[src/design/fev_map.vh]
// Offsets, field positions and reset values of the fault event flag bank
`ifndef FEV_MAP_VH
`define FEV_MAP_VH

`define FEV_ADDR_W              8
`define FEV_DATA_W              8

`define FEV_OFFSET_FLAGS_A      8'h26
`define FEV_OFFSET_FLAGS_B      8'h27

`define FEV_RESET_FLAGS_A       8'h00
`define FEV_RESET_FLAGS_B       8'h00
`define FEV_READ_UNMAPPED       8'h00

// Fault event flags A
`define FEV_A_BATT_CURRENT_REG  7
`define FEV_A_INPUT_BUS_OV      6
`define FEV_A_BATTERY_OV        5
`define FEV_A_INPUT_OC          4
`define FEV_A_DISCHARGE_OC      3
`define FEV_A_CONVERTER_OC      2
`define FEV_A_SECOND_INPUT_OV   1
`define FEV_A_FIRST_INPUT_OV    0

// Fault event flags B
`define FEV_B_SYSTEM_SHORT      7
`define FEV_B_SYSTEM_OV         6
`define FEV_B_REVERSE_OV        5
`define FEV_B_REVERSE_UV        4
`define FEV_B_THERMAL_SHUTDOWN  2
`define FEV_B_USED_MASK         8'hf4

// Detector condition vector layout
`define FEV_COND_W              13
`define FEV_C_BATT_CURRENT_REG  0
`define FEV_C_INPUT_BUS_OV      1
`define FEV_C_BATTERY_OV        2
`define FEV_C_INPUT_OC          3
`define FEV_C_DISCHARGE_OC      4
`define FEV_C_CONVERTER_OC      5
`define FEV_C_SECOND_INPUT_OV   6
`define FEV_C_FIRST_INPUT_OV    7
`define FEV_C_SYSTEM_SHORT      8
`define FEV_C_SYSTEM_OV         9
`define FEV_C_REVERSE_OV        10
`define FEV_C_REVERSE_UV        11
`define FEV_C_THERMAL_SHUTDOWN  12

`endif

[src/design/fev_fault_event_flag_bank.v]
// Fault event flag bank: two read-only, clear-on-read fault flag registers
`include "fev_map.vh"

// Functional notes
// Flags A bit 7: battery current regulation enter/exit
// Flags A bit 3: discharge over-current entered
// Flags A bit 2: converter over-current entered
// Flags B bit 7: switching stopped, system short
// Flags B bit 6: switching stopped, system over-voltage
// Flags B bit 5: reverse supply stopped, bus high
// Flags B bit 4: reverse supply stopped, bus low
// Flags B bit 2: thermal shutdown rising threshold
// Flags A at 0x26, resets to zero
// Flags B at 0x27, zero reset, unused bits zero
// Flags latch until read, then clear
module fev_fault_event_flag_bank (
    input  wire                    clk_sys,
    input  wire                    rst,
    input  wire                    batt_current_reg_event,
    input  wire                    input_bus_overvolt_event,
    input  wire                    battery_overvolt_event,
    input  wire                    input_overcurrent_event,
    input  wire                    discharge_overcurrent_event,
    input  wire                    converter_overcurrent_event,
    input  wire                    second_input_overvolt_event,
    input  wire                    first_input_overvolt_event,
    input  wire                    system_rail_short_event,
    input  wire                    system_rail_overvolt_event,
    input  wire                    reverse_supply_overvolt_event,
    input  wire                    reverse_supply_undervolt_event,
    input  wire                    thermal_shutdown_event,
    input  wire                    rd_en,
    input  wire [`FEV_ADDR_W-1:0]  rd_addr,
    output reg  [`FEV_DATA_W-1:0]  rd_data,
    output reg                     rd_valid,
    output reg                     fault_pending
);

    wire [`FEV_COND_W-1:0] cond_level;
    wire [`FEV_COND_W-1:0] cond_rise;
    wire [`FEV_COND_W-1:0] cond_fall;

    reg  [`FEV_DATA_W-1:0] flags_a_reg;
    reg  [`FEV_DATA_W-1:0] flags_a_next;
    reg  [`FEV_DATA_W-1:0] flags_b_reg;
    reg  [`FEV_DATA_W-1:0] flags_b_next;
    reg  [`FEV_DATA_W-1:0] set_a;
    reg  [`FEV_DATA_W-1:0] set_b;
    reg  [`FEV_DATA_W-1:0] rd_data_next;
    reg                    rd_a;
    reg                    rd_b;

    function addr_hit;
        input [`FEV_ADDR_W-1:0] addr;
        input [`FEV_ADDR_W-1:0] offset;
        begin
            addr_hit = (addr == offset);
        end
    endfunction

    assign cond_level[`FEV_C_BATT_CURRENT_REG] = batt_current_reg_event;
    assign cond_level[`FEV_C_INPUT_BUS_OV]     = input_bus_overvolt_event;
    assign cond_level[`FEV_C_BATTERY_OV]       = battery_overvolt_event;
    assign cond_level[`FEV_C_INPUT_OC]         = input_overcurrent_event;
    assign cond_level[`FEV_C_DISCHARGE_OC]     = discharge_overcurrent_event;
    assign cond_level[`FEV_C_CONVERTER_OC]     = converter_overcurrent_event;
    assign cond_level[`FEV_C_SECOND_INPUT_OV]  = second_input_overvolt_event;
    assign cond_level[`FEV_C_FIRST_INPUT_OV]   = first_input_overvolt_event;
    assign cond_level[`FEV_C_SYSTEM_SHORT]     = system_rail_short_event;
    assign cond_level[`FEV_C_SYSTEM_OV]        = system_rail_overvolt_event;
    assign cond_level[`FEV_C_REVERSE_OV]       = reverse_supply_overvolt_event;
    assign cond_level[`FEV_C_REVERSE_UV]       = reverse_supply_undervolt_event;
    assign cond_level[`FEV_C_THERMAL_SHUTDOWN] = thermal_shutdown_event;

    // Detector levels come from the analog side, outside this clock
    fev_sync_edge #(
        .W        (`FEV_COND_W)
    ) u_sync_edge (
        .clk_sys  (clk_sys),
        .rst      (rst),
        .level_in (cond_level),
        .rise     (cond_rise),
        .fall     (cond_fall)
    );

    // Event pulses mapped onto flag positions
    always @* begin
        set_a = 8'h00;
        set_b = 8'h00;
        set_a[`FEV_A_BATT_CURRENT_REG] = cond_rise[`FEV_C_BATT_CURRENT_REG]
                                       | cond_fall[`FEV_C_BATT_CURRENT_REG];
        set_a[`FEV_A_INPUT_BUS_OV]     = cond_rise[`FEV_C_INPUT_BUS_OV];
        set_a[`FEV_A_BATTERY_OV]       = cond_rise[`FEV_C_BATTERY_OV];
        set_a[`FEV_A_INPUT_OC]         = cond_rise[`FEV_C_INPUT_OC];
        set_a[`FEV_A_DISCHARGE_OC]     = cond_rise[`FEV_C_DISCHARGE_OC];
        set_a[`FEV_A_CONVERTER_OC]     = cond_rise[`FEV_C_CONVERTER_OC];
        set_a[`FEV_A_SECOND_INPUT_OV]  = cond_rise[`FEV_C_SECOND_INPUT_OV];
        set_a[`FEV_A_FIRST_INPUT_OV]   = cond_rise[`FEV_C_FIRST_INPUT_OV];
        set_b[`FEV_B_SYSTEM_SHORT]     = cond_rise[`FEV_C_SYSTEM_SHORT];
        set_b[`FEV_B_SYSTEM_OV]        = cond_rise[`FEV_C_SYSTEM_OV];
        set_b[`FEV_B_REVERSE_OV]       = cond_rise[`FEV_C_REVERSE_OV];
        set_b[`FEV_B_REVERSE_UV]       = cond_rise[`FEV_C_REVERSE_UV];
        set_b[`FEV_B_THERMAL_SHUTDOWN] = cond_rise[`FEV_C_THERMAL_SHUTDOWN];
    end

    // Read decode
    always @* begin
        rd_a = rd_en & addr_hit(rd_addr, `FEV_OFFSET_FLAGS_A);
        rd_b = rd_en & addr_hit(rd_addr, `FEV_OFFSET_FLAGS_B);
        if (rd_a) begin
            rd_data_next = flags_a_reg;
        end else if (rd_b) begin
            rd_data_next = flags_b_reg & `FEV_B_USED_MASK;
        end else begin
            rd_data_next = `FEV_READ_UNMAPPED;
        end
    end

    // Clear on read; an event in the read cycle still sets its flag
    always @* begin
        flags_a_next = (rd_a ? 8'h00 : flags_a_reg) | set_a;
        flags_b_next = ((rd_b ? 8'h00 : flags_b_reg) | set_b) & `FEV_B_USED_MASK;
    end

    always @(posedge clk_sys or posedge rst) begin
        if (rst) begin
            flags_a_reg   <= `FEV_RESET_FLAGS_A;
            flags_b_reg   <= `FEV_RESET_FLAGS_B;
            rd_data       <= 8'h00;
            rd_valid      <= 1'b0;
            fault_pending <= 1'b0;
        end else begin
            flags_a_reg   <= flags_a_next;
            flags_b_reg   <= flags_b_next;
            rd_data       <= rd_en ? rd_data_next : 8'h00;
            rd_valid      <= rd_en;
            fault_pending <= (|flags_a_next) | (|flags_b_next);
        end
    end

endmodule // fev_fault_event_flag_bank

[src/design/fev_sync_edge.v]
// Three-stage synchroniser with agreement filter and edge pulses
module fev_sync_edge #(
    parameter W = 13
) (
    input  wire         clk_sys,
    input  wire         rst,
    input  wire [W-1:0] level_in,
    output wire [W-1:0] rise,
    output wire [W-1:0] fall
);

    reg [W-1:0] meta_reg;
    reg [W-1:0] sync2_reg;
    reg [W-1:0] sync3_reg;
    reg [W-1:0] stable_reg;
    reg [W-1:0] stable_next;
    reg [W-1:0] stable_d_reg;

    integer i;

    // A bit only changes once stages two and three agree
    always @* begin
        stable_next = stable_reg;
        for (i = 0; i < W; i = i + 1) begin
            if (sync2_reg[i] == sync3_reg[i]) begin
                stable_next[i] = sync3_reg[i];
            end
        end
    end

    always @(posedge clk_sys or posedge rst) begin
        if (rst) begin
            meta_reg     <= {W{1'b0}};
            sync2_reg    <= {W{1'b0}};
            sync3_reg    <= {W{1'b0}};
            stable_reg   <= {W{1'b0}};
            stable_d_reg <= {W{1'b0}};
        end else begin
            meta_reg     <= level_in;
            sync2_reg    <= meta_reg;
            sync3_reg    <= sync2_reg;
            stable_reg   <= stable_next;
            stable_d_reg <= stable_reg;
        end
    end

    assign rise = stable_reg & ~stable_d_reg;
    assign fall = ~stable_reg & stable_d_reg;

endmodule // fev_sync_edge

[config.mk]
export PLATFORM = sky130hd
export DESIGN_NAME = fev_fault_event_flag_bank
export DESIGN_NICKNAME = d
export VERILOG_FILES = /design/src/design/fev_fault_event_flag_bank.v /design/src/design/fev_sync_edge.v
export VERILOG_INCLUDE_DIRS = /design/src /design/src/design
export SDC_FILE = /design/constraint.sdc
export NUM_CORES = 1
export LEC_CHECK = 0
export BUFFER_PORTS_ARGS = -buffer_cell sky130_fd_sc_hd__buf_2
export CORE_MARGIN = 4
export CORE_UTILIZATION = 50
export CTS_CLUSTER_SIZE = 10
export DETAILED_ROUTE_END_ITERATION = 16
export GPL_ROUTABILITY_DRIVEN = 0
export GPL_TIMING_DRIVEN = 1
export PLACE_DENSITY = 0.82
export SYNTH_ARGS = -nofsm -noshare
export SYNTH_HDL_FRONTEND = slang
export SYNTH_HIERARCHICAL = 1
export SYNTH_SLANG_ARGS = --single-unit
[constraint.sdc]
create_clock -name clk_sys -period 1.8 [get_ports clk_sys]
set_input_delay 0.27 -clock clk_sys [delete_from_list [all_inputs] [get_ports clk_sys]]
set_output_delay 0.27 -clock clk_sys [all_outputs]
set_load 0.005 [all_outputs]
# ---- Yosys cells after proc, flatten, opt, wreduce, memory -nomap -nowiden
# Cells that the tools add are included.
# W data, S select, Z words.
dict set report classes {
  n_eq_ne 15
  mux 5
  bitwise 10
  n_reduce_logical 2
}
# op n
set op_table {}
lappend op_table {{$mux W8} 5}
lappend op_table {{$eq A8 B6 Y1 const B} 2}
lappend op_table {{$or A8 B8 Y8} 2}
lappend op_table {{$and A13 B13 Y13} 1}
lappend op_table {{$eq A1 B1 Y1} 13}
lappend op_table {{$not A13 Y13} 1}
lappend op_table {{$reduce_or A8 Y1} 1}
lappend op_table {{$reduce_or A5 Y1} 1}
lappend op_table {{$and A1 B1 Y1} 3}
lappend op_table {{$or A1 B1 Y1} 2}
lappend op_table {{$not A1 Y1} 1}
dict set report word_totals {
  register_bits 88
  output_inout_bits 10
}

# ---- Longest topological paths before layout
# Gate-level depths: netlist of the first run.
dict set report logic_depth {
  depth_word 6
  ltp_mapped 5
  depth_no_buf 5
}

# ---- By module
# The synthesis of the first run kept the hierarchy.
# module n_inst cells_per_inst area_each_um2
set modules_own_cells {}
lappend modules_own_cells {fev_sync_edge 1 105 1955.6}
lappend modules_own_cells {fev_fault_event_flag_bank 1 66 877.1}

# ---- Worst setup path before layout of the first run
# OpenSTA, ideal clock, no wires.
dict set report synth_timing {
  path_kind {flip-flop to flip-flop}
  startpoint {register flags_b_reg[2]}
  endpoint {register fault_pending}
  setup_ps 145
  arrival_ps 1517
  t_required_ps 1655
  path_slack_ps 138
  stages_incl_launch_ff 5
  path_buffers 0
  synth_period_minus_slack_ps 1662
  cell_sequence {dfrtp_1 -> or4_1 -> or4_1 -> a21oi_1 -> o221ai_1}
}
dict set report synth_between {
  elab_chain_len 4
}
# element line
set synth_rtl {}
lappend synth_rtl {{start: declaration} fev_fault_event_flag_bank.v:45} ;# reg [`FEV_DATA_W-1:0] flags_b_reg;
lappend synth_rtl {{start signal: assignment} fev_fault_event_flag_bank.v:128} ;# flags_b_reg <= `FEV_RESET_FLAGS_B;
lappend synth_rtl {{start signal: assignment} fev_fault_event_flag_bank.v:134} ;# flags_b_reg <= flags_b_next;
lappend synth_rtl {{$mux W8} fev_fault_event_flag_bank.v:122} ;# flags_b_next = ((rd_b ? 8'h00 : flags_b_reg) | set_b) & `FEV_B_USED_MASK;
lappend synth_rtl {{$or A8 B8 Y8} fev_fault_event_flag_bank.v:122}
lappend synth_rtl {{$reduce_or A5 Y1} fev_fault_event_flag_bank.v:137} ;# fault_pending <= (|flags_a_next) | (|flags_b_next);
lappend synth_rtl {{$or A1 B1 Y1} fev_fault_event_flag_bank.v:137}
lappend synth_rtl {{end signal: assignment} fev_fault_event_flag_bank.v:137}
lappend synth_rtl {{end: declaration} fev_fault_event_flag_bank.v:36} ;# output reg fault_pending
# Every way passes these cells.
# A chain may end at the register's enable or synchronous reset.

# ---- Worst setup path after layout of the first run
# Ends and elaborated chain as after synthesis.

==> results of run 1 <==
-- layout by cell type (no fill, tap or decap), drive strengths merged, types with 2 or more instances in the layout --
master / n
dfrtp: 88
buf: 39
nor2b: 13
maj3: 13
clkbuf: 13
a21o: 12
a22o: 5
nor4: 4
or4: 4
and2: 3
and4bb: 2
nand3: 2
inv: 2
nand2: 2
nor2: 2
clkinv: 2
-- area by class of cell --
class	count	area, um2	area share
multi-input cells	68	533.0	0.1630
repair buffers	40	232.7	0.07118
flip-flops and latches	88	2202	0.6736
clock buffers	13	158.9	0.04860
clock inverters	3	40.04	0.01225
inverters	3	15.01	0.004592
well taps	70	87.58	0.02679
-- power by group --
group          leakage [nW]  switching (mW)  internal [mW]
logic                 0.347          0.0811         0.0791
registers              1.00          0.0505           2.08
clock network         0.103           0.605          0.714
total                  1.45           0.737           2.88
-- layer usage --
metal	vias up	share of wire	track usage	routed length, um
met5	-	0	0	0
met4	0	0.019	0.09468	73
met3	7	0.068	0.04825	270
met2	45	0.47	0.1914	1868
met1	716	0.44	0.1797	1733
li1	658	-	-	-
-- through the flow --
| stage | hold WS [ps] | cells |
|---|---|---|
| final | 27.63 | 285 |
| after global routing | 8.063 | 285 |
| after CTS | 6.722 | 282 |
| after detailed placement | 335.8 | 265 |
| after global placement | 331.7 | 265 |
| after floorplan | 271.9 | 159 |
-- path summary, 6_finish.rpt --
check | start | end | slack (ps) | cells past startpoint
max reg2reg | flags_b_reg[2]$_DFF_PP0_ | fault_pending$_DFF_PP0_ | 30 | 4
min reg2reg | u_sync_edge/meta_reg[6]$_DFF_PP0_ | u_sync_edge/sync2_reg[6]$_DFF_PP0_ | 350 | 0
min | input_bus_overvolt_event | u_sync_edge/meta_reg[1]$_DFF_PP0_ | 30 | 1
min in group asynchronous | rst | flags_a_reg[1]$_DFF_PP0_ | 530 | 4
max | flags_b_reg[2]$_DFF_PP0_ | fault_pending$_DFF_PP0_ | 30 | 4
max in group asynchronous | rst | u_sync_edge/sync3_reg[9]$_DFF_PP0_ | 970 | 4
-- critical path: stages, from the launching register on --
cell and delay, ps:
dfrtp_1 390, or4_4 550, or4_1 430, a21oi_1 140, o221ai_1 120
-- what timing repair did --
action	4_1_cts	5_1_grt
hold buffers	1	0
resized for setup	1	0
pin swaps	0	1
buffers inserted	0	3
cloned	0	0
endpoints found under the hold margin	23	0
setup endpoints to repair	1	1
==> flow_metrics.py, run 1 <==
metrics = {
    "yosys": {
        "syn_area_per_cell_um2": 17.25,
        "ys_warn_count": 6,
        "synth_nets": 183,
        "syn-instance-count": 159,
        "syn_area_um2": 2743,
    },
    "drt": {
        "drt_first_pass_iters": 4,
        "wl_um": 3945,
        "vias": 1426,
        "drc": 0,
        "first_iter_violations": 110,
        "ant_nets": 0,
        "via_per_inst": 5.004,
        "wl_per_cell_um": 13.84,
    },
    "power": {
        "p_total_mw": 3.612,
        "power_per_cell_area_nw_per_um2": 1105,
        "p_leak_nw": 1.455,
        "vdd_drop_max_v": 0.0007247,
    },
    "cts": {
        "cts-root-buf": "clkbuf_8",
        "clk_pin_slew_ps": 80,
        "htree_levels": 3,
        "insertion_delay_ps": 340,
        "clk_path_buf_depth": 2,
        "cts_tree": "done",
        "numClockSinks": 88,
        "cts_made_buffers": 9,
    },
    "layout": {
        "area_delta_synth_final_pct": 19.21,
        "nNetsFinal": 234,
        "fill_cells": 396,
        "final_util": 0.6281,
        "drive_above_1_share": 0.3349,
        "insertedDiodeCount": 0,
        "final_area_um2": 3269,
    },
    "sta": {
        "fin_tns_setup_ps": 0,
        "setup_violations": 0,
        "worst_pin_slew_ps": 415.5,
        "hold_violations": 0,
        "slew_violations": 0,
        "setup_slack_ps": 28.74,
        "max_clock_freq_mhz": 564.6,
        "final.min_clock_period_ps": 1771,
        "fin_skew_ps": 5.741,
        "fin_crit_sh": 0.9840,
        "rsz0062_at_grt": "no",
        "slew_headroom": 0.7204,
    },
    "place": {
        "port_buffers": 33,
        "dpl.hpwl_um": 2656,
        "placed_area_um2": 3034,
        "dp_slack_ps": -11.86,
    },
    "critical_path": {
        "worstSetupPathType": "flop to flop",
        "cp-end-kind": "flop",
        "critPathLaunchType": "flop",
        "worstPathRequired_ps": 2000,
        "crit_fanout": 2,
        "crit_arrival_ps": 1970,
    },
    "die": {
        "die_x_um": 82.06,
        "io_pins": 34,
        "num_rows": 26,
        "initial_core_util": 0.5269,
        "core_um2": 5205,
        "die_h_um": 82.06,
        "die_area_um2": 6734,
    },
    "flow_run": {
        "maxCapViolCount": 0,
    },
    "min_path": {
        "min_path_type": "input port to flop",
    },
    "global_route": {
        "grtUsageTotal": 0.1373,
        "first_global_vias": 1444,
        "grt_overflow_total": 0,
        "grt_pass1_wl_um": 6644,
        "grt_max_degree": 66,
        "antenna_found_initial": 0,
    },
    "run_status": {
        "outcome": "finished, final reports clean",
    },
}
(Power assumes the default switching activity.)
==> run 2: changes to the inputs <==
clock period = 1.6 ns   (was 1.8 ns; I/O delays follow)
==> flow_metrics.py, run 2 (same netlist as run 1, synthesis figures left out) <==
metrics = {
    "layout": {
        "fill_cells": 341,
        "insertedDiodeCount": 0,
        "nNetsFinal": 253,
        "mostFrequentLayoutCells": "88 x dfrtp_1, 33 x buf_2, 14 x dlygate4sd3_1",
        "drive_above_1_share": 0.3462,
        "fin_cells": 304,
        "final_util": 0.6827,
        "area_delta_synth_final_pct": 29.56,
        "final_common_cell": "dfrtp_1",
    },
    "sta": {
        "slew_headroom": 0.7588,
        "rsz0062_at_grt": "yes",
        "slew_violations": 0,
        "fin_skew_ps": 7.806,
        "setup_violations": 1,
        "max_clock_freq_mhz": 583.7,
        "timing.hold.ws_ps": 17.79,
        "hold_violations": 0,
        "final.min_clock_period_ps": 1713,
        "setup_slack_ps": -113.3,
        "fin_crit_sh": 1.071,
        "worst_pin_slew_ps": 361.0,
    },
    "cts": {
        "cts_made_buffers": 9,
        "numClockSinks": 88,
        "clk_pin_slew_ps": 80,
        "clk_path_buf_depth": 2,
        "cts-root-buf": "clkbuf_8",
        "insertion_delay_ps": 340,
        "htree_levels": 3,
        "cts_tree": "done",
    },
    "critical_path": {
        "worstSetupPathType": "flop to flop",
        "cp-end-kind": "flop",
        "r2r_end": "fault_pending$_DFF_PP0_",
        "crit_arrival_ps": 1920,
        "cp-startpoint": "flags_b_reg[2]$_DFF_PP0_",
        "crit_fanout": 2,
        "ff2ff_path_depth": 4,
        "r2r_start": "flags_b_reg[2]$_DFF_PP0_",
        "critPathLaunchType": "flop",
        "worstPathRequired_ps": 1810,
        "endpoint": "fault_pending$_DFF_PP0_",
        "rrSetupSlack_ps": -110,
    },
    "power": {
        "p_sw_mw": 0.8677,
        "cell_internal_pwr_mw": 3.894,
        "p_total_mw": 4.762,
        "pwr-share-clk": 0.451,
        "power_per_cell_area_nw_per_um2": 1340,
        "swShare": 0.1822,
        "p_leak_nw": 1.581,
        "vdd_drop_max_v": 0.0007201,
        "power.share.sequential": 0.504,
        "share_comb_of_total_power": 0.046,
    },
    "global_route": {
        "antenna_found_initial": 0,
        "grt_pass1_wl_um": 7210,
        "grt_overflow_total": 0,
        "first_global_vias": 1502,
        "grtUsageTotal": 0.1536,
        "grt_max_degree": 51,
    },
    "die": {
        "io_pins": 34,
        "die_h_um": 82.06,
        "num_rows": 26,
        "die_area_um2": 6734,
        "core_um2": 5205,
        "die_x_um": 82.06,
        "initial_core_util": 0.5269,
    },
    "flow_run": {
        "maxCapViolCount": 0,
    },
    "min_path": {
        "min_path_type": "input port to flop",
    },
    "drt": {
        "wl_per_cell_um": 13.64,
        "via_per_inst": 4.789,
        "vias": 1456,
        "first_iter_violations": 94,
        "drc": 0,
        "wl_um": 4146,
        "drt_first_pass_iters": 4,
        "ant_nets": 0,
    },
    "place": {
        "dpl.hpwl_um": 2644,
        "port_buffers": 33,
        "place_inst": 273,
        "dp_slack_ps": -127.5,
    },
    "run_status": {
        "outcome": "finished, violations left",
        "violations": "negative setup slack",
    },
}
run 2: what timing repair did:
action	CTS	global route
pin swaps	0	1
hold buffers	14	0
hold endpoints to repair	51	0
endpoints found under the setup margin	1	1
gates resized for setup	1	1
setup buffers	0	1
run 2: area by class of cell:
cell class | count | area, um2 | area share
Timing Repair Buffer | 59 | 407.9 | 0.1148
Multi-Input combinational cell | 68 | 539.3 | 0.1518
Clock inverter | 5 | 150.1 | 0.04225
Tap cell | 70 | 87.58 | 0.02465
Clock buffer | 11 | 151.4 | 0.04261
Sequential cell | 88 | 2202 | 0.6197
Inverter | 3 | 15.01 | 0.004225
run 2: worst min-delay path by stage:
stage	startpoint	to	slack, ps	depth (start not counted)
CTS	rd_en	rd_valid$_DFF_PP0_	4	1
floorplan	rst	fault_pending$_DFF_PP0_	240	1
detailed placement	rst	u_sync_edge/stable_reg[12]$_DFFE_PP0N_	250	2
global placement	rst	u_sync_edge/sync3_reg[8]$_DFF_PP0_	240	2
global route	rd_en	rd_valid$_DFF_PP0_	6	1
finish	rd_en	rd_valid$_DFF_PP0_	20	1
run 2: power groups by stage:
| stage | Sequential [mW] | Combinational (mW) | Clock [mW] |
|---|---|---|---|
| after floorplan | 2.43 | 0.116 | 0 |
| after global placement | 2.44 | 0.180 | 0 |
| after detailed placement | 2.45 | 0.187 | 0 |
| after CTS | 2.40 | 0.218 | 2.19 |
| after global routing | 2.42 | 0.245 | 2.30 |
| final | 2.40 | 0.217 | 2.15 |
run 2: critical path, cell delays in order (launching register included):
cell	delay, ps
dfrtp_1	400
or4_4	530
or4_1	410
a21oi_1	130
o221ai_1	110
run 2: per-stage QoR:
stage	TNS, ps	instance area (um2)
5_1_grt	-142.4	3553
6_report	-113.3	3553
2_1_floorplan	-44.76	2746
3_3_place_gp	-64.85	3094
3_5_place_dp	-127.5	3094
4_1_cts	-114.0	3542
run 2: routing by layer:
layer  share of wire  global-route usage  vias to the layer above
li1                -                   -                      691
met1            0.43              0.1883                      711
met4           0.034              0.1080                        0
met3           0.056             0.04386                       14
met5               0                   0                        -
met2            0.48              0.2342                       40
